==> src/acr_pkg.sv <==
// constants, register map and types of the configuration register bank
// Functional notes
// - report 24-bit reference edge position against the sampling clock
// - one 16-bit full-scale code, reset 0xA000, shared by all channels
// - code 0x2000 is 500 mVPP minimum, 0xA000 800, 0xFFFF 1000 mVPP
// - power-mode code 0x46 low power, 0x4B high performance at reset
// - timestamp control bit 0 enables the timestamp receiver, off at reset
// - reference clock output driven only when enable and synth loop set
// - reference clock output enable resets to 1, needing no write
// - edge-position status is read-only, host writes are ignored
package acr_pkg;

    // ******************************************************
    // serial frame layout
    // ******************************************************
    localparam int          ADDR_W        = 15;
    localparam int          DATA_W        = 8;
    localparam int          POS_W         = 24;
    localparam int          FS_W          = 16;
    localparam logic [4:0]  CNT_HDR_LAST  = 5'h0F;
    localparam logic [4:0]  CNT_BYTE_LAST = 5'h07;
    localparam logic [4:0]  CNT_ZERO      = 5'h00;
    localparam logic [4:0]  CNT_ONE       = 5'h01;
    localparam int          RW_BIT        = 15;

    // ******************************************************
    // register byte addresses
    // ******************************************************
    localparam logic [14:0] ADDR_POS0  = 15'h002C;
    localparam logic [14:0] ADDR_POS1  = 15'h002D;
    localparam logic [14:0] ADDR_POS2  = 15'h002E;
    localparam logic [14:0] ADDR_FS_LO = 15'h0030;
    localparam logic [14:0] ADDR_FS_HI = 15'h0031;
    localparam logic [14:0] ADDR_PWR   = 15'h0037;
    localparam logic [14:0] ADDR_TS    = 15'h003B;
    localparam logic [14:0] ADDR_REFO  = 15'h003C;
    localparam logic [14:0] ADDR_FBDIV = 15'h003D;
    localparam logic [14:0] ADDR_ONE   = 15'h0001;

    // ******************************************************
    // reset values and codes
    // ******************************************************
    localparam logic [23:0] POS_RST    = 24'h00_0000;
    localparam logic [15:0] FS_RST     = 16'hA000;
    localparam logic [15:0] FS_MIN     = 16'h2000;
    localparam logic [7:0]  PWR_RST    = 8'h4B;
    localparam logic [7:0]  PWR_LOW    = 8'h46;
    localparam logic [7:0]  PWR_HIGH   = 8'h4B;
    localparam logic [7:0]  TS_RST     = 8'h00;
    localparam logic [7:0]  REFO_RST   = 8'h01;
    localparam logic [7:0]  FBDIV_RST  = 8'h00;
    localparam logic [7:0]  BYTE_ZERO  = 8'h00;
    localparam int          TS_EN_BIT  = 0;
    localparam int          TS_PECL_BIT = 1;
    localparam int          REFO_EN_BIT = 0;

    // serial port sequencer states
    typedef enum logic [1:0] {
        SPI_IDLE,
        SPI_HDR,
        SPI_DATA
    } acr_spi_e;

endpackage : acr_pkg

==> src/acr_config_bank.sv <==
// configuration register bank reached over the serial configuration port
`timescale 1ns/100ps
module acr_config_bank (
    input  wire logic        ref_clk,
    input  wire logic        rstn,
    // serial configuration port
    input  wire logic        spi_sclk,
    input  wire logic        spi_csn,
    input  wire logic        spi_sdi,
    output logic             spi_sdo,
    // edge position detector
    input  wire logic        position_valid,
    input  wire logic [23:0] position_in,
    // synthesizer loop state
    input  wire logic        synth_loop_enable,
    // configuration outputs
    output logic      [15:0] full_scale_code,
    output logic             full_scale_below_min,
    output logic      [7:0]  power_mode_code,
    output logic             power_mode_low,
    output logic             power_mode_reserved,
    output logic             timestamp_input_enable,
    output logic             timestamp_pecl_enable,
    output logic             ref_clock_output,
    output logic      [7:0]  synth_feedback_divider_one
);

    // ******************************************************
    // register storage
    // ******************************************************
    logic [15:0] full_scale_range_r;
    logic [7:0]  power_mode_one_r;
    logic [7:0]  timestamp_input_control_r;
    logic [7:0]  ref_clock_output_control_r;
    logic [7:0]  synth_feedback_divider_one_r;
    logic [23:0] reference_edge_position;
    logic [7:0]  rd_data;
    logic [14:0] cur_addr;
    logic        wr_stb;
    logic [14:0] wr_addr;
    logic [7:0]  wr_data;
    logic        below_min_r;
    logic        low_r;
    logic        reserved_r;
    logic        ref_out_r;

    // ******************************************************
    // serial port and status capture
    // ******************************************************
    acr_spi_engine u_spi (
        .ref_clk  (ref_clk),
        .rstn     (rstn),
        .spi_sclk (spi_sclk),
        .spi_csn  (spi_csn),
        .spi_sdi  (spi_sdi),
        .rd_data  (rd_data),
        .spi_sdo  (spi_sdo),
        .cur_addr (cur_addr),
        .wr_stb   (wr_stb),
        .wr_addr  (wr_addr),
        .wr_data  (wr_data)
    );

    acr_edge_capture u_pos (
        .ref_clk                 (ref_clk),
        .rstn                    (rstn),
        .capture_valid           (position_valid),
        .position_in             (position_in),
        .reference_edge_position (reference_edge_position)
    );

    // ******************************************************
    // write address decode
    // ******************************************************
    // edge-position addresses are decoded only for the a_pos_no_write check, never to write
    wire wr_fs_lo = wr_stb && wr_addr == acr_pkg::ADDR_FS_LO;
    wire wr_fs_hi = wr_stb && wr_addr == acr_pkg::ADDR_FS_HI;
    wire wr_pwr   = wr_stb && wr_addr == acr_pkg::ADDR_PWR;
    wire wr_ts    = wr_stb && wr_addr == acr_pkg::ADDR_TS;
    wire wr_refo  = wr_stb && wr_addr == acr_pkg::ADDR_REFO;
    wire wr_fbdiv = wr_stb && wr_addr == acr_pkg::ADDR_FBDIV;
    wire wr_pos   = wr_stb && (wr_addr == acr_pkg::ADDR_POS0
                             || wr_addr == acr_pkg::ADDR_POS1
                             || wr_addr == acr_pkg::ADDR_POS2);

    // ******************************************************
    // read-write registers
    // ******************************************************
    // full-scale code, one setting for every channel
    always_ff @(posedge ref_clk or negedge rstn) begin
        if (!rstn) begin
            full_scale_range_r <= acr_pkg::FS_RST;
        end else begin
            if (wr_fs_lo) full_scale_range_r[7:0]  <= wr_data;
            if (wr_fs_hi) full_scale_range_r[15:8] <= wr_data;
        end
    end

    // power mode: any code is stored so it reads back as written
    always_ff @(posedge ref_clk or negedge rstn) begin
        if (!rstn) begin
            power_mode_one_r <= acr_pkg::PWR_RST;
        end else if (wr_pwr) begin
            power_mode_one_r <= wr_data;
        end
    end

    // timestamp control, reserved bits kept as written
    always_ff @(posedge ref_clk or negedge rstn) begin
        if (!rstn) begin
            timestamp_input_control_r <= acr_pkg::TS_RST;
        end else if (wr_ts) begin
            timestamp_input_control_r <= wr_data;
        end
    end

    // reference clock output control, enabled out of reset
    always_ff @(posedge ref_clk or negedge rstn) begin
        if (!rstn) begin
            ref_clock_output_control_r <= acr_pkg::REFO_RST;
        end else if (wr_refo) begin
            ref_clock_output_control_r <= wr_data;
        end
    end

    // feedback divider byte, stored only
    always_ff @(posedge ref_clk or negedge rstn) begin
        if (!rstn) begin
            synth_feedback_divider_one_r <= acr_pkg::FBDIV_RST;
        end else if (wr_fbdiv) begin
            synth_feedback_divider_one_r <= wr_data;
        end
    end

    // ******************************************************
    // decoded controls
    // ******************************************************
    // flags registered so data outputs come from flip-flops
    wire below_min_nxt = full_scale_range_r < acr_pkg::FS_MIN;
    wire low_nxt  = power_mode_one_r == acr_pkg::PWR_LOW;
    wire high_nxt = power_mode_one_r == acr_pkg::PWR_HIGH;
    wire ref_nxt  = ref_clock_output_control_r[acr_pkg::REFO_EN_BIT]
                    & synth_loop_enable;

    always_ff @(posedge ref_clk or negedge rstn) begin
        if (!rstn) begin
            below_min_r <= 1'b0;
            low_r       <= 1'b0;
            reserved_r  <= 1'b0;
            ref_out_r   <= 1'b0;
        end else begin
            below_min_r <= below_min_nxt;
            low_r       <= low_nxt;
            reserved_r  <= ~low_nxt & ~high_nxt;
            ref_out_r   <= ref_nxt;
        end
    end

    // outputs straight from the storage flops
    assign full_scale_code            = full_scale_range_r;
    assign full_scale_below_min       = below_min_r;
    assign power_mode_code            = power_mode_one_r;
    assign power_mode_low             = low_r;
    assign power_mode_reserved        = reserved_r;
    assign timestamp_input_enable     =
        timestamp_input_control_r[acr_pkg::TS_EN_BIT];
    assign timestamp_pecl_enable      =
        timestamp_input_control_r[acr_pkg::TS_PECL_BIT];
    assign ref_clock_output           = ref_out_r;
    assign synth_feedback_divider_one = synth_feedback_divider_one_r;

    // ******************************************************
    // read multiplexer
    // ******************************************************
    // unmapped addresses read as zero; position byte 0 is bits 7:0
    wire sel_pos0  = cur_addr == acr_pkg::ADDR_POS0;
    wire sel_pos1  = cur_addr == acr_pkg::ADDR_POS1;
    wire sel_pos2  = cur_addr == acr_pkg::ADDR_POS2;
    wire sel_fs_lo = cur_addr == acr_pkg::ADDR_FS_LO;
    wire sel_fs_hi = cur_addr == acr_pkg::ADDR_FS_HI;
    wire sel_pwr   = cur_addr == acr_pkg::ADDR_PWR;
    wire sel_ts    = cur_addr == acr_pkg::ADDR_TS;
    wire sel_refo  = cur_addr == acr_pkg::ADDR_REFO;
    wire sel_fbdiv = cur_addr == acr_pkg::ADDR_FBDIV;

    assign rd_data =
          ({8{sel_pos0}}  & reference_edge_position[7:0])
        | ({8{sel_pos1}}  & reference_edge_position[15:8])
        | ({8{sel_pos2}}  & reference_edge_position[23:16])
        | ({8{sel_fs_lo}} & full_scale_range_r[7:0])
        | ({8{sel_fs_hi}} & full_scale_range_r[15:8])
        | ({8{sel_pwr}}   & power_mode_one_r)
        | ({8{sel_ts}}    & timestamp_input_control_r)
        | ({8{sel_refo}}  & ref_clock_output_control_r)
        | ({8{sel_fbdiv}} & synth_feedback_divider_one_r);
endmodule : acr_config_bank

==> src/acr_edge_capture.sv <==
// edge-position status register, loaded only by the position detector
`timescale 1ns/100ps
module acr_edge_capture (
    input  wire logic        ref_clk,
    input  wire logic        rstn,
    input  wire logic        capture_valid,
    input  wire logic [23:0] position_in,
    output logic      [23:0] reference_edge_position
);

    // ******************************************************
    // capture register
    // ******************************************************
    // no write port at all, so host writes cannot disturb it
    always_ff @(posedge ref_clk or negedge rstn) begin
        if (!rstn) begin
            reference_edge_position <= acr_pkg::POS_RST;
        end else if (capture_valid) begin
            reference_edge_position <= position_in;
        end
    end
endmodule : acr_edge_capture

==> src/acr_spi_engine.sv <==
// serial configuration port: header decode, byte streaming, read shift
`timescale 1ns/100ps
module acr_spi_engine (
    input  wire logic        ref_clk,
    input  wire logic        rstn,
    input  wire logic        spi_sclk,
    input  wire logic        spi_csn,
    input  wire logic        spi_sdi,
    input  wire logic [7:0]  rd_data,
    output logic             spi_sdo,
    output logic      [14:0] cur_addr,
    output logic             wr_stb,
    output logic      [14:0] wr_addr,
    output logic      [7:0]  wr_data
);

    acr_pkg::acr_spi_e state_r;
    acr_pkg::acr_spi_e state_nxt;
    logic        sclk_d_r;
    logic [4:0]  cnt_r;
    logic [15:0] hdr_r;
    logic [7:0]  byte_r;
    logic [7:0]  out_r;
    logic        rd_r;

    // ******************************************************
    // edge detection and shift values
    // ******************************************************
    // inputs are synchronous to ref_clk, so one delay stage suffices
    wire         rise     = spi_sclk & ~sclk_d_r & ~spi_csn;
    wire         fall     = ~spi_sclk & sclk_d_r & ~spi_csn;
    wire [15:0]  hdr_nxt  = {hdr_r[14:0], spi_sdi};
    wire [7:0]   byte_nxt = {byte_r[6:0], spi_sdi};
    wire         hdr_done = rise && state_r == acr_pkg::SPI_HDR
                            && cnt_r == acr_pkg::CNT_HDR_LAST;
    wire         byte_done = rise && state_r == acr_pkg::SPI_DATA
                            && cnt_r == acr_pkg::CNT_BYTE_LAST;
    wire         first_fall = fall && state_r == acr_pkg::SPI_DATA
                            && cnt_r == acr_pkg::CNT_ZERO;

    // next state of the sequencer
    always_comb begin
        state_nxt = state_r;
        case (state_r)
            acr_pkg::SPI_IDLE: if (!spi_csn) state_nxt = acr_pkg::SPI_HDR;
            acr_pkg::SPI_HDR:  if (hdr_done) state_nxt = acr_pkg::SPI_DATA;
            acr_pkg::SPI_DATA: state_nxt = acr_pkg::SPI_DATA;
            default:           state_nxt = acr_pkg::SPI_IDLE;
        endcase
        if (spi_csn) state_nxt = acr_pkg::SPI_IDLE;
    end

    // ******************************************************
    // sequencer and bit counter
    // ******************************************************
    always_ff @(posedge ref_clk or negedge rstn) begin
        if (!rstn) begin
            state_r  <= acr_pkg::SPI_IDLE;
            sclk_d_r <= 1'b0;
            cnt_r    <= acr_pkg::CNT_ZERO;
        end else begin
            state_r  <= state_nxt;
            sclk_d_r <= spi_sclk;
            if (spi_csn || hdr_done || byte_done) cnt_r <= acr_pkg::CNT_ZERO;
            else if (rise) cnt_r <= cnt_r + acr_pkg::CNT_ONE;
        end
    end

    // header, address and byte shift; address ascends per byte
    always_ff @(posedge ref_clk or negedge rstn) begin
        if (!rstn) begin
            hdr_r    <= 16'h0000;
            byte_r   <= acr_pkg::BYTE_ZERO;
            rd_r     <= 1'b0;
            cur_addr <= 15'h0000;
        end else begin
            if (rise) hdr_r <= hdr_nxt;
            if (rise) byte_r <= byte_nxt;
            if (hdr_done) begin
                rd_r     <= hdr_nxt[acr_pkg::RW_BIT];
                cur_addr <= hdr_nxt[14:0];
            end else if (byte_done) begin
                cur_addr <= cur_addr + acr_pkg::ADDR_ONE;
            end
        end
    end

    // write strobe with its address and data, one cycle wide
    always_ff @(posedge ref_clk or negedge rstn) begin
        if (!rstn) begin
            wr_stb  <= 1'b0;
            wr_addr <= 15'h0000;
            wr_data <= acr_pkg::BYTE_ZERO;
        end else begin
            wr_stb  <= byte_done && !rd_r;
            wr_addr <= cur_addr;
            wr_data <= byte_nxt;
        end
    end

    // ******************************************************
    // read data shift, changes on falling serial clock
    // ******************************************************
    // rd_data is sampled late so a write earlier in the stream shows
    always_ff @(posedge ref_clk or negedge rstn) begin
        if (!rstn) begin
            out_r   <= acr_pkg::BYTE_ZERO;
            spi_sdo <= 1'b0;
        end else if (spi_csn) begin
            spi_sdo <= 1'b0;
        end else if (first_fall && rd_r) begin
            spi_sdo <= rd_data[7];
            out_r   <= {rd_data[6:0], 1'b0};
        end else if (fall && rd_r && state_r == acr_pkg::SPI_DATA) begin
            spi_sdo <= out_r[7];
            out_r   <= {out_r[6:0], 1'b0};
        end
    end
endmodule : acr_spi_engine

==> config.mk <==
export PLATFORM = sky130hd
export DESIGN_NAME = acr_config_bank
export DESIGN_NICKNAME = d
export VERILOG_FILES = /design/src/acr_pkg.sv /design/src/acr_config_bank.sv /design/src/acr_edge_capture.sv /design/src/acr_spi_engine.sv
export SDC_FILE = /design/constraint.sdc
export NUM_CORES = 1
export LEC_CHECK = 0
export ABC_AREA = 0
export BUFFER_PORTS_ARGS = -buffer_cell sky130_fd_sc_hd__buf_4
export CAP_MARGIN = 25
export CORE_ASPECT_RATIO = 1.4
export CORE_MARGIN = 1.5
export CORE_UTILIZATION = 45
export CTS_BUF_LIST = sky130_fd_sc_hd__clkbuf_4 sky130_fd_sc_hd__clkbuf_8
export DETAILED_ROUTE_END_ITERATION = 12
export PLACE_DENSITY = 0.66
export SYNTH_ARGS = -nofsm -noshare
export SYNTH_HDL_FRONTEND = slang
export SYNTH_SLANG_ARGS = --single-unit
export TNS_END_PERCENT = 10
==> constraint.sdc <==
create_clock -name ref_clk -period 3.7 [get_ports ref_clk]
set_input_delay 0.37 -clock ref_clk [delete_from_list [all_inputs] [get_ports ref_clk]]
set_output_delay 0.37 -clock ref_clk [all_outputs]
set_load 0.005 [all_outputs]
=== Word level (Yosys, flattened, before mapping) ===
Cells that the tools add are included.

* Eq/ne operators: 22
* Reductions and logical operators: 26
* Add/sub/neg operators: 2
* Bitwise operators: 28
* Multiplexer cells: 12
* $lt $le $gt $ge: 1

{| class="wikitable"
|+ Operators by type and width
! operator !! count
|-
| 15-bit by 6-bit equality test with 1-bit output, second input constant || 15
|-
| 8-bit AND || 9
|-
| 8-bit OR || 8
|-
| 15-bit two-way mux || 2
|-
| 8-bit by 7-bit equality test with 1-bit output, second input constant || 2
|-
| 1-bit logical AND || 16
|-
| 16-bit by 14-bit < comparator with 1-bit output, second input constant || 1
|-
| 8-bit two-way mux || 2
|-
| 15-bit by 1-bit adder with 15-bit output, second input constant || 1
|-
| 5-bit two-way mux || 2
|-
| 1-bit AND || 6
|-
| 2-bit case mux with 3 select lines || 1
|-
| 2-bit nonzero test || 3
|-
| 5-bit by 1-bit adder with 5-bit output, second input constant || 1
|-
| 5-bit by 3-bit equality test with 1-bit output, second input constant || 1
|-
| 5-bit by 4-bit equality test with 1-bit output, second input constant || 1
|-
| 5-bit logical NOT || 1
|-
| 1-bit inverter || 5
|-
| 2-bit two-way mux || 2
|-
| 1-bit two-way mux || 3
|-
| 3-bit by 2-bit != test with 1-bit output, second input constant || 1
|-
| 3-bit nonzero test || 1
|-
| 2-bit by 1-bit equality test with 1-bit output, second input constant || 1
|-
| 2-bit equality test, second input constant || 1
|-
| other kinds (4) || 5
|}

* Logic and storage cells: 114
* Flip-flop bits (word level): 155
* Output and inout bits: 39

=== Depth between registers and ports, before layout ===
Gate-level depths: netlist of the first run.

* Depth after elaboration: 12
* Mapped depth: 8

=== Hierarchy ===
A second synthesis of the first run with hierarchy kept.

* Cells, all modules: 530
* Area, all modules: 6,885.4 um^2

{| class="wikitable"
|+ By module, submodules not included
! module !! times used !! seq. area each (um^2) !! cells each !! area an instance (um^2)
|-
| acr_config_bank || 1 || 1,310.0 || 236 || 2,949.1
|-
| acr_spi_engine || 1 || 1,776.7 || 243 || 2,939.1
|-
| acr_edge_capture || 1 || 600.6 || 51 || 997.2
|}

=== Least setup slack after synthesis of the first run ===
No wires, ideal clock.

* Path type: register to register
* Start point: register u_spi.wr_addr[9]
* End point: register timestamp_input_control_r[0]
* Path buffers: 0
* Cell stages (with the launch flop): 6
* Library setup time: 0.125 ns
* Required time: 3.575 ns
* Arrival time: 1.959 ns
* Clock period less this slack: 2.084 ns
* Setup slack: 1.616 ns
* Cells stage by stage: dfrtp_1 nor4b_1 nand3_1 or2_2 nor3b_2 mux2_2

* Cells in the longest elaborated chain, start to end: 2

{| class="wikitable"
|+ RTL lines
! what !! line !! RTL
|-
| from (decl) || acr_spi_engine.sv:13 || <nowiki>output logic [14:0] wr_addr,</nowiki>
|-
| from (signal assigned) || acr_spi_engine.sv:96 || <nowiki>wr_addr <= cur_addr;</nowiki>
|-
| 15-bit by 6-bit equality test with 1-bit output || acr_config_bank.sv:79 || <nowiki>wire wr_ts = wr_stb && wr_addr == acr_pkg::ADDR_TS;</nowiki>
|-
| 1-bit logical AND || acr_config_bank.sv:79 ||
|-
| to (signal assigned) || acr_config_bank.sv:111 || <nowiki>timestamp_input_control_r <= acr_pkg::TS_RST;</nowiki>
|-
| to (signal assigned) || acr_config_bank.sv:113 || <nowiki>timestamp_input_control_r <= wr_data;</nowiki>
|-
| to (decl) || acr_config_bank.sv:33 || <nowiki>logic [7:0] timestamp_input_control_r;</nowiki>
|}

No other way between the ends.
A chain may end at the register's enable or synchronous reset.

=== Final worst setup path of the first run ===
* Start point: register u_spi.cur_addr[11]
* End point: register u_spi.out_r[2]

* Cells in the longest elaborated chain, start to end: 11
* Elaborated cells on any way between the ends: 27
* Those cells by class: eq/ne (9); mux (1); bitwise (17)

{| class="wikitable"
|+ RTL lines
! what !! line !! RTL
|-
| from (decl) || acr_spi_engine.sv:11 || <nowiki>output logic [14:0] cur_addr,</nowiki>
|-
| from (signal assigned) || acr_spi_engine.sv:81 || <nowiki>cur_addr <= hdr_nxt[14:0];</nowiki>
|-
| from (signal assigned) || acr_spi_engine.sv:83 || <nowiki>cur_addr <= cur_addr + acr_pkg::ADDR_ONE;</nowiki>
|-
| 15-bit by 6-bit equality test with 1-bit output (on tied branches) || acr_config_bank.sv:176, acr_config_bank.sv:177 ||
|-
| 8-bit AND (on tied branches) || acr_config_bank.sv:187, acr_config_bank.sv:188 ||
|-
| 8-bit OR || acr_config_bank.sv:188 || <nowiki>| ({8{sel_pos1}} & reference_edge_position[15:8])</nowiki>
|-
| 8-bit OR || acr_config_bank.sv:189 || <nowiki>| ({8{sel_pos2}} & reference_edge_position[23:16])</nowiki>
|-
| 8-bit OR || acr_config_bank.sv:190 || <nowiki>| ({8{sel_fs_lo}} & full_scale_range_r[7:0])</nowiki>
|-
| 8-bit OR || acr_config_bank.sv:191 || <nowiki>| ({8{sel_fs_hi}} & full_scale_range_r[15:8])</nowiki>
|-
| 8-bit OR || acr_config_bank.sv:192 || <nowiki>| ({8{sel_pwr}} & power_mode_one_r)</nowiki>
|-
| 8-bit OR || acr_config_bank.sv:193 || <nowiki>| ({8{sel_ts}} & timestamp_input_control_r)</nowiki>
|-
| 8-bit OR || acr_config_bank.sv:194 || <nowiki>| ({8{sel_refo}} & ref_clock_output_control_r)</nowiki>
|-
| 8-bit OR * || acr_config_bank.sv:195 || <nowiki>| ({8{sel_fbdiv}} & synth_feedback_divider_one_r);</nowiki>
|-
| 8-bit two-way mux * || acr_spi_engine.sv:111 || <nowiki>end else if (first_fall && rd_r) begin</nowiki>
|-
| to (signal assigned) || acr_spi_engine.sv:107 || <nowiki>out_r <= acr_pkg::BYTE_ZERO;</nowiki>
|-
| to (signal assigned) || acr_spi_engine.sv:113 || <nowiki>out_r <= {rd_data[6:0], 1'b0};</nowiki>
|-
| to (signal assigned) || acr_spi_engine.sv:116 || <nowiki>out_r <= {out_r[6:0], 1'b0};</nowiki>
|-
| to (decl) || acr_spi_engine.sv:23 || <nowiki>logic [7:0] out_r;</nowiki>
|}

Mark *: on every way between the ends. The rest lies on a longest branch, timed or not.

==> summary.md, run 1 <==
| Metric | Value |
|---|---|
| Outcome | finished, final reports clean |
| Area leader, netlist | dfrtp_1 |
| Crit end category | flop |
| H-Tree Depth | 4 |
| Gr usage total | 0.2218 |
| Num rows | 52 |
| Worst skew pair latency | approximately 0.45 ns |
| DIE AREA | between 15000 and 20000 µm² |
| Rel. slew slack | 0.3843 |
| Buffers on Ports | between 60 and 70 |
| Root Driver | clkbuf_8 |
| Crit path time final | approximately 2.6 ns |
| Initial antenna violation count | 0 |
| Sequential area share after synthesis | 0.5594 |
| Final number of setup-violating endpoints | 0 |
| Die H | 146.2 µm |
| Hold Slack | roughly 0.059 ns |
| CP arrival | a little under 3 ns |
| Final wirelength | about 16 mm |
| Deepest clock path buffer count | 2 |
| Layout cells sized above 1 | 0.3616 |
| Synth warn | 0 |
| Clock group share of total power | 0.388 |
| Die X | roughly 110 µm |
| CTS tree | done |
| Cell Area, Synth | 6591 µm² |
| Crit-path max FO | 8 |
| Top_reg_cell synth | dfrtp_1 |
| Sw Ratio | 0.2530 |
| Mean post-synth cell area | ~13 µm² |
| FFs w/ async S/R, synth | 1.000 |
| Initial DRC count | ~260 |
| Yosys reg bits | ~150 |
| Pre-antenna DRT Iters | 6 |
| Gate Count Post-Synth | around 530 |
| DRC Markers | 0 |
| Yosys top cell area share | 0.5315 |
| CTS buffer count | 17 |
| Crit start category | flop |
| CTS Hold Buffers Added | 0 |
| Combinational Power Share | 0.068 |
| IO Pins | 70 |
| Vias after detailed routing | between 4000 and 5000 |
| Met1 Use GR | 0.2593 |
| Layout area overhead | 17.07% |
| Met2 Use GR | 0.3879 |
| Hold Crit Class | input pin to flop |
| Number of global-route vias before repair | between 4000 and 5000 |
| Setup Skew | 0.01290 ns |
| Power Dens Cells | around 450 nW/µm² |
| Global-route wire length before repair | 25.80 mm |
| Postcts setup bufs | 0 |
| Antenna Cells | 0 |
| Top-count cell post-synth | dfrtp_1 |
| Post-Syn Nets | around 570 |
| Post-synth EDFFs | 0 |
| Setup TNS | 0 ns |
| Clk slew on worst S/H paths | 0.08 ns |
| VDD IR max | roughly 180 µV |
| Initial Utilization | 0.4584 |
| Vias per std cell | 5.732 |
| Power Internal | approximately 2600 µW |
| Largest net degree at the start of global routing | 120 |
| Unrepaired setup endpoints after global routing | no |
| Max-Cap Viols | 0 |
| Total Power | 3446 µW |
| Core area | ~14000 µm² |
| Most Crowded Layer GR | met2 |
| Commonest cells post-synth | dfrtp_1, mux2_2, nand2_1 |
| Req. time, crit path | 4.06 ns |
| Antenna Nets Post-Route | 0 |
| Slew @ Worst Pin | slightly above 0.9 ns |
| Post-placement cell area | slightly above 7000 µm² |
| Final Cell Area | ~7700 µm² |
| Final period utilization | 0.7038 |
| Finished Core Util | 0.5366 |
| Fillers | approximately 1300 |
| Seq pwr share | 0.544 |
| Fmax | between 300 and 400 MHz |
| Resized cells post-CTS | 0 |
| Final Max Slew Viols | 0 |
| Leak | approximately 0.0035 µW |
| Detailed placer's ending HPWL | roughly 12 mm |
| Critical path class | flop to flop |
| RePlAce Congestion | 0.9003 |
| Largest cells by area after synthesis | dfrtp_1, mux2_2, dfstp_2 |
| Routed WL per cell | ~20 µm |
| CTS sink count | around 150 |
| Switching power | a little under 900 µW |
| Hold Vio Cnt, Final | 0 |
| Nets | between 600 and 700 |
| Netlist cell types | 59 |
| Global route overflow | 0 |
| Met3 Usage GRT | 0.04464 |
[area by class of cell]
cell class              instances  area, µm²  share of cell area
clock buffers                  21      282.8             0.03665
clock inverters                11      151.4             0.01962
inverters                      13      48.80            0.006324
multi-input cells             344       2698              0.3496
flip-flops and latches        147       3687              0.4779
well taps                     189      236.5             0.03065
repair buffers                 78      611.8             0.07929
[per-stage QoR]
step / setup WS [ns] / instances
3_3_place_gp: 1.189 / 768
3_5_place_dp: 1.121 / 769
2_1_floorplan: 1.616 / 527
4_1_cts: 1.106 / 801
5_1_grt: 0.8375 / 803
6_report: 1.096 / 803
[worst paths after layout]
kind	cells past startpoint	end	slack, ns	startpoint
max	5	u_spi.out_r[2]	1.10	u_spi.cur_addr[11]
min	1	u_spi.wr_data[0]	0.06	spi_sdi
max reg2reg	5	u_spi.out_r[2]	1.10	u_spi.cur_addr[11]
min reg2reg	0	u_spi.wr_data[4]	0.44	u_spi.byte_r[3]
max in group asynchronous	4	u_spi.state_r[1]	2.35	rstn
min in group asynchronous	2	u_spi.byte_r[2]	0.31	rstn
[worst max-delay path, cell delays in order (launching register included)]
cell     delay (ns)
dfrtp_1        0.44
nor4_1         0.82
nand2_1        0.29
nor4b_4        0.57
a32oi_1        0.15
a31oi_1        0.24
[metal layers]
layer  wire length (µm)  vias to the layer above
met4                591                        0
met3                603                       33
met5                  0                        -
met1               6231                     2352
met2               8705                      131
li1                   -                     2087
[flip-flops by register name, indices dropped and copies added, names as in the netlist, 2 cells and up]
register,flops
u_spi.cnt_r,5
u_spi.cur_addr,15
u_pos.reference_edge_position,24
u_spi.out_r,7
timestamp_input_control_r,8
u_spi.wr_data,8
synth_feedback_divider_one,8
power_mode_code,8
u_spi.wr_addr,15
u_spi.byte_r,6
u_spi.state_r,2
ref_clock_output_control_r,8
u_spi.hdr_r,9
full_scale_code,16
[logic make-up after synthesis]
family,count (synthesis),synth area share
simple gates,149,0.1346
flops,147,0.5594
mux,90,0.1536
compound gates,78,0.07954
buf+inv,36,0.03132
xor+xnor,17,0.02259
fa+ha+maj,10,0.01898
[power groups by stage]
stage | clock network [µW] | logic (µW) | registers, µW
after floorplan | 0 | 143 | 1820
after global placement | 0 | 223 | 1900
final | 1340 | 235 | 1870
after detailed placement | 0 | 236 | 1900
after CTS | 1360 | 236 | 1870
after global routing | 1430 | 267 | 1890
[cell usage in the layout, fill, tap and decap left out, drive strengths merged, types with 7 or more instances in the layout]
| master | synthesis | final |
|---|---|---|
| a21oi | 18 | 18 |
| a222oi | 8 | 8 |
| buf | 6 | 77 |
| clkbuf | 15 | 21 |
| dfrtp | 140 | 140 |
| dfstp | 7 | 7 |
| ha | 10 | 10 |
| inv | 13 | 14 |
| mux2 | 89 | 89 |
| nand2 | 35 | 35 |
| nand3 | 19 | 19 |
| nor2 | 28 | 28 |
| nor3 | 10 | 10 |
| nor4 | 12 | 12 |
| nor4b | 7 | 7 |
| o21ai | 21 | 21 |
| xnor2 | 14 | 14 |
No activity file was read; power rests on OpenSTA's default activity.
==> inputs of run 2 (changes only) <==
==> constraint.sdc (replaced) <==
create_clock -name ref_clk -period 2.6 [get_ports ref_clk]
set_input_delay 0.26 -clock ref_clk [delete_from_list [all_inputs] [get_ports ref_clk]]
set_output_delay 0.26 -clock ref_clk [all_outputs]
set_load 0.005 [all_outputs]
==> run 2 against run 1 <==
Net effect: largest power group unchanged; setup slack worse by 0.85 ns; sequential share of layout area is 0.82 points lower; total power is 45% higher; global-route usage is 0.35 points higher; final cell count is 2.2% higher; sequential power is 43% higher.
==> summary.md, run 2 (synthesized netlist as in run 1, its figures left out) <==
| Metric | Value |
|---|---|
| Outcome | finished, final reports clean |
| Pre-antenna DRT Iters | 5 (-1) |
| CP arrival | 2.73 ns (-0.23 ns) |
| Vias after detailed routing | 4717 (+2.5%) |
| Initial antenna violation count | 0 (unchanged) |
| Initial Utilization | 0.4584 (unchanged) |
| Worst r2r src | u_spi.cur_addr[11] |
| Power Dens Cells | 636.8 nW/µm² (+43%) |
| Crit end category | flop |
| H-Tree Depth | 4 (unchanged) |
| Hold EP | u_pos.reference_edge_position[6] |
| Number of global-route vias before repair | 4923 (+4.3%) |
| Slew @ Worst Pin | 0.5888 ns (-0.3263 ns) |
| Nets | 660 (+2.8%) |
| FF-to-FF path depth | 5 (unchanged) |
| Finished Core Util | 0.5460 (+0.009398) |
| Largest net degree at the start of global routing | 54 (-55%) |
| RePlAce Congestion | 0.9373 (+4.1%) |
| Core area | 14380 µm² (unchanged) |
| Fmax | 424.3 MHz (+11%) |
| WHS Path Cells | 2 (+1) |
| CTS tree | done |
| Hold Vio Cnt, Final | 0 (unchanged) |
| Gr usage total | 0.2253 (+0.003461) |
| Num rows | 52 (unchanged) |
| DRC Markers | 0 (unchanged) |
| Commonest non-fill, non-tap cell in the layout | dfrtp_1 |
| IO Pins | 70 (unchanged) |
| Global-route wire length before repair | 26.23 mm (+1.7%) |
| Crit-path max FO | 6 (-2) |
| Hold Slack | 0.03555 ns (-0.02373 ns) |
| Final wirelength | 16.66 mm (+3.3%) |
| Rel. slew slack | 0.6039 (+0.2195) |
| Setup TNS | 0 ns (unchanged) |
| Unrepaired setup endpoints after global routing | no |
| R2R Path End | u_spi.out_r[6] |
| Buffers on Ports | 69 (unchanged) |
| Final number of setup-violating endpoints | 0 (unchanged) |
| Antenna Nets Post-Route | 0 (unchanged) |
| Worst skew pair latency | 0.45 ns (about the same) |
| VDD IR max | 366.2 µV (+98%) |
| Worst path cell trace | or4_1 -> nor4_1 -> and3_1 -> a221oi_1 -> a31oi_1 |
| Critical Path Max Stage Delay | 0.74 ns (-0.08 ns) |
| Register-to-Register Setup Slack | 0.24 ns (-0.85 ns) |
| Final Max Slew Viols | 0 (unchanged) |
| Initial DRC count | 313 (+22%) |
| Leak | 0.003542 µW (+2.6%) |
| Hold Crit Class | input pin to flop |
| Antenna Cells | 0 (unchanged) |
| DIE AREA | 15390 µm² (unchanged) |
| Critical path class | flop to flop |
| Number of flip-flops in the largest register | 24 (unchanged) |
| Clk slew on worst S/H paths | 0.09 ns (about the same) |
| Die H | 146.2 µm (unchanged) |
| Setup Skew | 0.01305 ns (+0.0001568 ns) |
| Most flops, register | u_pos.reference_edge_position |
| Deepest clock path buffer count | 2 (unchanged) |
| Layout cells sized above 1 | 0.3766 (+0.01502) |
| Crit path time final | 2.357 ns (-0.2475 ns) |
| Final period utilization | 0.9064 (+0.2026) |
| Die X | 105.3 µm (unchanged) |
| Crit start category | flop |
| CTS buffer count | 17 (unchanged) |
| Global route overflow | 0 (unchanged) |
| Detailed placer's ending HPWL | 12.36 mm (+4.2%) |
| CTS sink count | 147 (unchanged) |
| Vias per std cell | 5.745 (+0.23%) |
| Routed WL per cell | 20.29 µm (+1.0%) |
| Max-Cap Viols | 0 (unchanged) |
| Req. time, crit path | 2.97 ns (-1.09 ns) |
| Root Driver | clkbuf_8 |
| Resized cells post-CTS | 0 (unchanged) |
| Most frequent cells in the layout | dfrtp_1, buf_4, mux2_2 |
| Hold_sp | position_in[6] |
| Layout area overhead | 19.12% |
| Slowest CP cell | or4_1 |
## run 2: stage by stage
stage / total power [µW] / area [µm²] / instances / setup slack [ns]
finish: 5000 / 7851 / 821 / 0.2434
global route: 5201 / 7851 / 821 / 0.1365
global placement: 3031 / 7372 / 786 / 0.3242
CTS: 5041 / 7851 / 821 / 0.2585
floorplan: 2800 / 6591 / 527 / 0.5160
detailed placement: 3059 / 7372 / 786 / 0.2854
## run 2: final cells by class
cell class | count | area (µm²)
clock buffers | 20 | 269.0
clock inverters | 12 | 180.2
fillers | 1240 | 6528
inverters | 13 | 48.80
multi-input cells | 344 | 2698
flip-flops and latches | 147 | 3687
well taps | 189 | 236.5
repair buffers | 96 | 732.0
## run 2: power breakdown
part / total, µW / leakage [µW] / internal, µW / switching (µW)
Sequential: 2680 / 0.00192 / 2450 / 231
Clock: 1980 / 0.000223 / 1110 / 870
Combinational: 339 / 0.00140 / 178 / 162
## run 2: worst max-delay path by stage
stage	start	endpoint	cells past startpoint
floorplan	u_spi.wr_addr[9]	timestamp_input_control_r[0]	5
detailed placement	u_spi.cur_addr[11]	u_spi.out_r[6]	5
finish	u_spi.cur_addr[11]	u_spi.out_r[6]	5
global route	u_spi.cur_addr[11]	u_spi.out_r[6]	5
global placement	u_spi.cur_addr[11]	u_spi.out_r[6]	5
CTS	u_spi.cur_addr[11]	u_spi.out_r[6]	5
## run 2: per-layer routing
layer  track usage  wire, µm  up-vias
li1              -         -     2115
met1        0.2528      6399     2414
met2        0.3980      8810      145
met3       0.04732       713       43
met4        0.1199       734        0
met5             0         0        -
## run 2: timing repair
action | 4_1_cts | 5_1_grt
hold buffers | 3 | 0
hold endpoints to repair | 51 | 0
setup buffers | 0 | 0
## run 2: worst max-delay path: cells and delay by family, from the launching register on
kind | cells | cell delay [ns]
simple gates | 3 | 1.58
flops | 1 | 0.45
compound gates | 2 | 0.25
==> inputs of run 3 (changes only) <==
--- a/config.mk
+++ b/config.mk
@@ -9,7 +9,6 @@
 export BUFFER_PORTS_ARGS = -buffer_cell sky130_fd_sc_hd__buf_4
 export CAP_MARGIN = 25
 export CORE_ASPECT_RATIO = 1.4
-export CORE_MARGIN = 1.5
 export CORE_UTILIZATION = 45
 export CTS_BUF_LIST = sky130_fd_sc_hd__clkbuf_4 sky130_fd_sc_hd__clkbuf_8
 export DETAILED_ROUTE_END_ITERATION = 12
==> constraint.sdc (replaced) <==
create_clock -name ref_clk -period 2.37 [get_ports ref_clk]
set_input_delay 0.237 -clock ref_clk [delete_from_list [all_inputs] [get_ports ref_clk]]
set_output_delay 0.237 -clock ref_clk [all_outputs]
set_load 0.005 [all_outputs]
==> run 3 against run 2 <==
Net effect: clock power about the same; fmax is 5.4% higher; register-to-register slack lost 0.11 ns; via count increased by 1.1%; non-clock buffer count is 25 higher; setup slack worse by 0.11 ns; flip-flop and latch count is the same; largest cell class unchanged; sequential power rose by 9.0%; final cell count is 3.0% higher; first-iteration DRC count increased by 5.8%; wire length increased by 2.4%.
==> summary.md, run 3 (synthesized netlist as in run 1, its figures left out) <==
| Metric | Value |
|---|---|
| Outcome | finished, final reports clean |
| Final period utilization | 0.9438 (+0.03743) |
| Multi-input gate area | 2698 µm² (unchanged) |
| Critical Path Max Stage Delay | 0.45 ns (-0.29 ns) |
| Fillers | 1219 (-1.7%) |
| VDD IR max | 307.1 µV (-16%) |
| Post-placement cell area | 7512 µm² (+1.9%) |
| Routed WL per cell | 20.16 µm (-0.64%) |
| H-Tree Depth | 4 (unchanged) |
| Core area | 14380 µm² (unchanged) |
| Power Dens Cells | 662.4 nW/µm² (+4.0%) |
| Req. time, crit path | 2.69 ns (-0.28 ns) |
| Vias per std cell | 5.639 (-1.8%) |
| Commonest non-fill, non-tap cell in the layout | dfrtp_1 |
| CP arrival | 2.56 ns (-0.17 ns) |
| Pre-CTS setup slack | 0.1782 ns (-0.1072 ns) |
| Fmax | 447.1 MHz (+5.4%) |
| Vias after detailed routing | 4771 (+1.1%) |
| Worst path cell trace | inv_1 -> ha_1 -> a222oi_1 -> inv_1 -> a221o_1 -> a221oi_1 -> a31oi_1 |
| Largest net degree at the start of global routing | 70 (+30%) |
| CTS tree | done |
| Final Cell Area | 8034 µm² (+2.3%) |
| Global route overflow | 0 (unchanged) |
| Die X | 104.3 µm (-0.95%) |
| DIE AREA | 15140 µm² (-1.6%) |
| Deepest clock path buffer count | 2 (unchanged) |
| Crit path time final | 2.237 ns (-0.1198 ns) |
| Setup TNS | 0 ns (unchanged) |
| Non-filler cells, final | 846 (+3.0%) |
| Critical path class | flop to flop |
| Setup WS post-layout | 0.1332 ns (-0.1102 ns) |
| Leak | 0.003637 µW (+2.7%) |
| Antenna Cells | 0 (unchanged) |
| Max-Cap Viols | 0 (unchanged) |
| Postcts setup bufs | 0 (unchanged) |
| Crit end category | flop |
| Number of global-route vias before repair | 5156 (+4.7%) |
| Crit start category | flop |
| DRC Markers | 0 (unchanged) |
| Initial DRC count | 331 (+5.8%) |
| Initial Utilization | 0.4584 (unchanged) |
| Slowest CP cell | dfrtp_1 |
| Layout cells sized above 1 | 0.3881 (+0.01155) |
| Initial antenna violation count | 0 (unchanged) |
| Hold Crit Class | input pin to flop |
| Num rows | 52 (unchanged) |
| Most flops, register | u_pos.reference_edge_position |
| Unrepaired setup endpoints after global routing | no |
| Setup Skew | 0.01205 ns (-0.001006 ns) |
| Layout area overhead | 21.89% |
| Slew @ Worst Pin | 0.6508 ns (+0.06207 ns) |
| Register-to-Register Setup Slack | 0.13 ns (-0.11 ns) |
| Final Max Slew Viols | 0 (unchanged) |
| Rel. slew slack | 0.5661 (-0.03776) |
| Most common cell type on the critical path | inv_1 |
| Die H | 145.2 µm (-0.68%) |
| Detailed placer's ending HPWL | 12.68 mm (+2.6%) |
| Antenna Nets Post-Route | 0 (unchanged) |
| Clk slew on worst S/H paths | 0.09 ns (about the same) |
| Dpl cells | 803 (+2.2%) |
| Final number of setup-violating endpoints | 0 (unchanged) |
| Final wirelength | 17.06 mm (+2.4%) |
| Most frequent cells in the layout | dfrtp_1, buf_4, mux2_2 |
| Root Driver | clkbuf_8 |
| RePlAce Congestion | 0.9338 (-0.37%) |
| Gr usage total | 0.2410 (+0.01571) |
| CTS Hold Buffers Added | 7 (+4) |
| Pre-antenna DRT Iters | 5 (unchanged) |
| Nets | 685 (+3.8%) |
| Hold Vio Cnt, Final | 0 (unchanged) |
| IO Pins | 70 (unchanged) |
| CTS sink count | 147 (unchanged) |
| Worst skew pair latency | 0.45 ns (about the same) |
| Global-route wire length before repair | 27.70 mm (+5.6%) |
| Crit-path max FO | 8 (+2) |
| Resized cells post-CTS | 0 (unchanged) |
| Sequential Area | 3687 µm² (unchanged) |
| Number of flip-flops in the largest register | 24 (unchanged) |
| CTS buffer count | 17 (unchanged) |
| Buffers on Ports | 69 (unchanged) |
run 3: changes by cell type in the layout (fill, tap and decap cells not counted), sizes merged:
cell         delta
buf            +17
bufinv          -2
clkbuf          -1
clkinv          -2
clkinvlp        +3
dlygate4sd3     +8
inv             +2
run 3: worst max-delay path: cells and delay by family (launching register included):
family / cells / cell delay [ns]
flops: 1 / 0.45
fa+ha+maj: 1 / 0.36
compound gates: 4 / 1.06
buf+inv: 2 / 0.23
run 3: power breakdown:
part | leakage [µW] | switching [µW] | total, µW | internal [µW]
clock | 0.000192 | 1010 | 2010 | 1000
combinational | 0.00152 | 184 | 390 | 206
sequential | 0.00192 | 232 | 2920 | 2690
total | 0.00364 | 1430 | 5320 | 3900
run 3: cell type report:
cell class                      count  area share
Clock buffer                       19     0.03255
Clock inverter                     13     0.01869
Inverter                           13    0.006074
Multi-Input combinational cell    344      0.3358
Sequential cell                   147      0.4590
Tap cell                          189     0.02943
Timing Repair Buffer              121      0.1185
run 3: routing by layer:
metal  GRT usage  wire, µm  vias to the layer above
met4      0.1307       683                        0
met5           0         0                        -
met3     0.04268       829                       40
met1      0.2710      6279                     2413
met2      0.4285      9263                      150
li1            -         -                     2168
run 3: worst paths after layout:
kind,startpoint,end,depth (start not counted)
hold / removal,position_in[5],u_pos.reference_edge_position[5],2
hold reg to reg,u_spi.byte_r[2],u_spi.wr_data[3],0
setup / recovery,u_spi.cur_addr[0],u_spi.out_r[1],7
min in group asynchronous,rstn,full_scale_below_min,2
setup reg to reg,u_spi.cur_addr[0],u_spi.out_r[1],7
max in group asynchronous,rstn,power_mode_code[1],3
run 3: through the flow:
step                hold WS [ns]  total power [µW]  utilization
finish                   0.01878              5322       0.5587
CTS                    0.0002495              5357       0.5560
global route           0.0008916              5538       0.5587
global placement          0.2828              3318       0.5225
floorplan               -0.05859              3072            -
detailed placement        0.2861              3353       0.5225
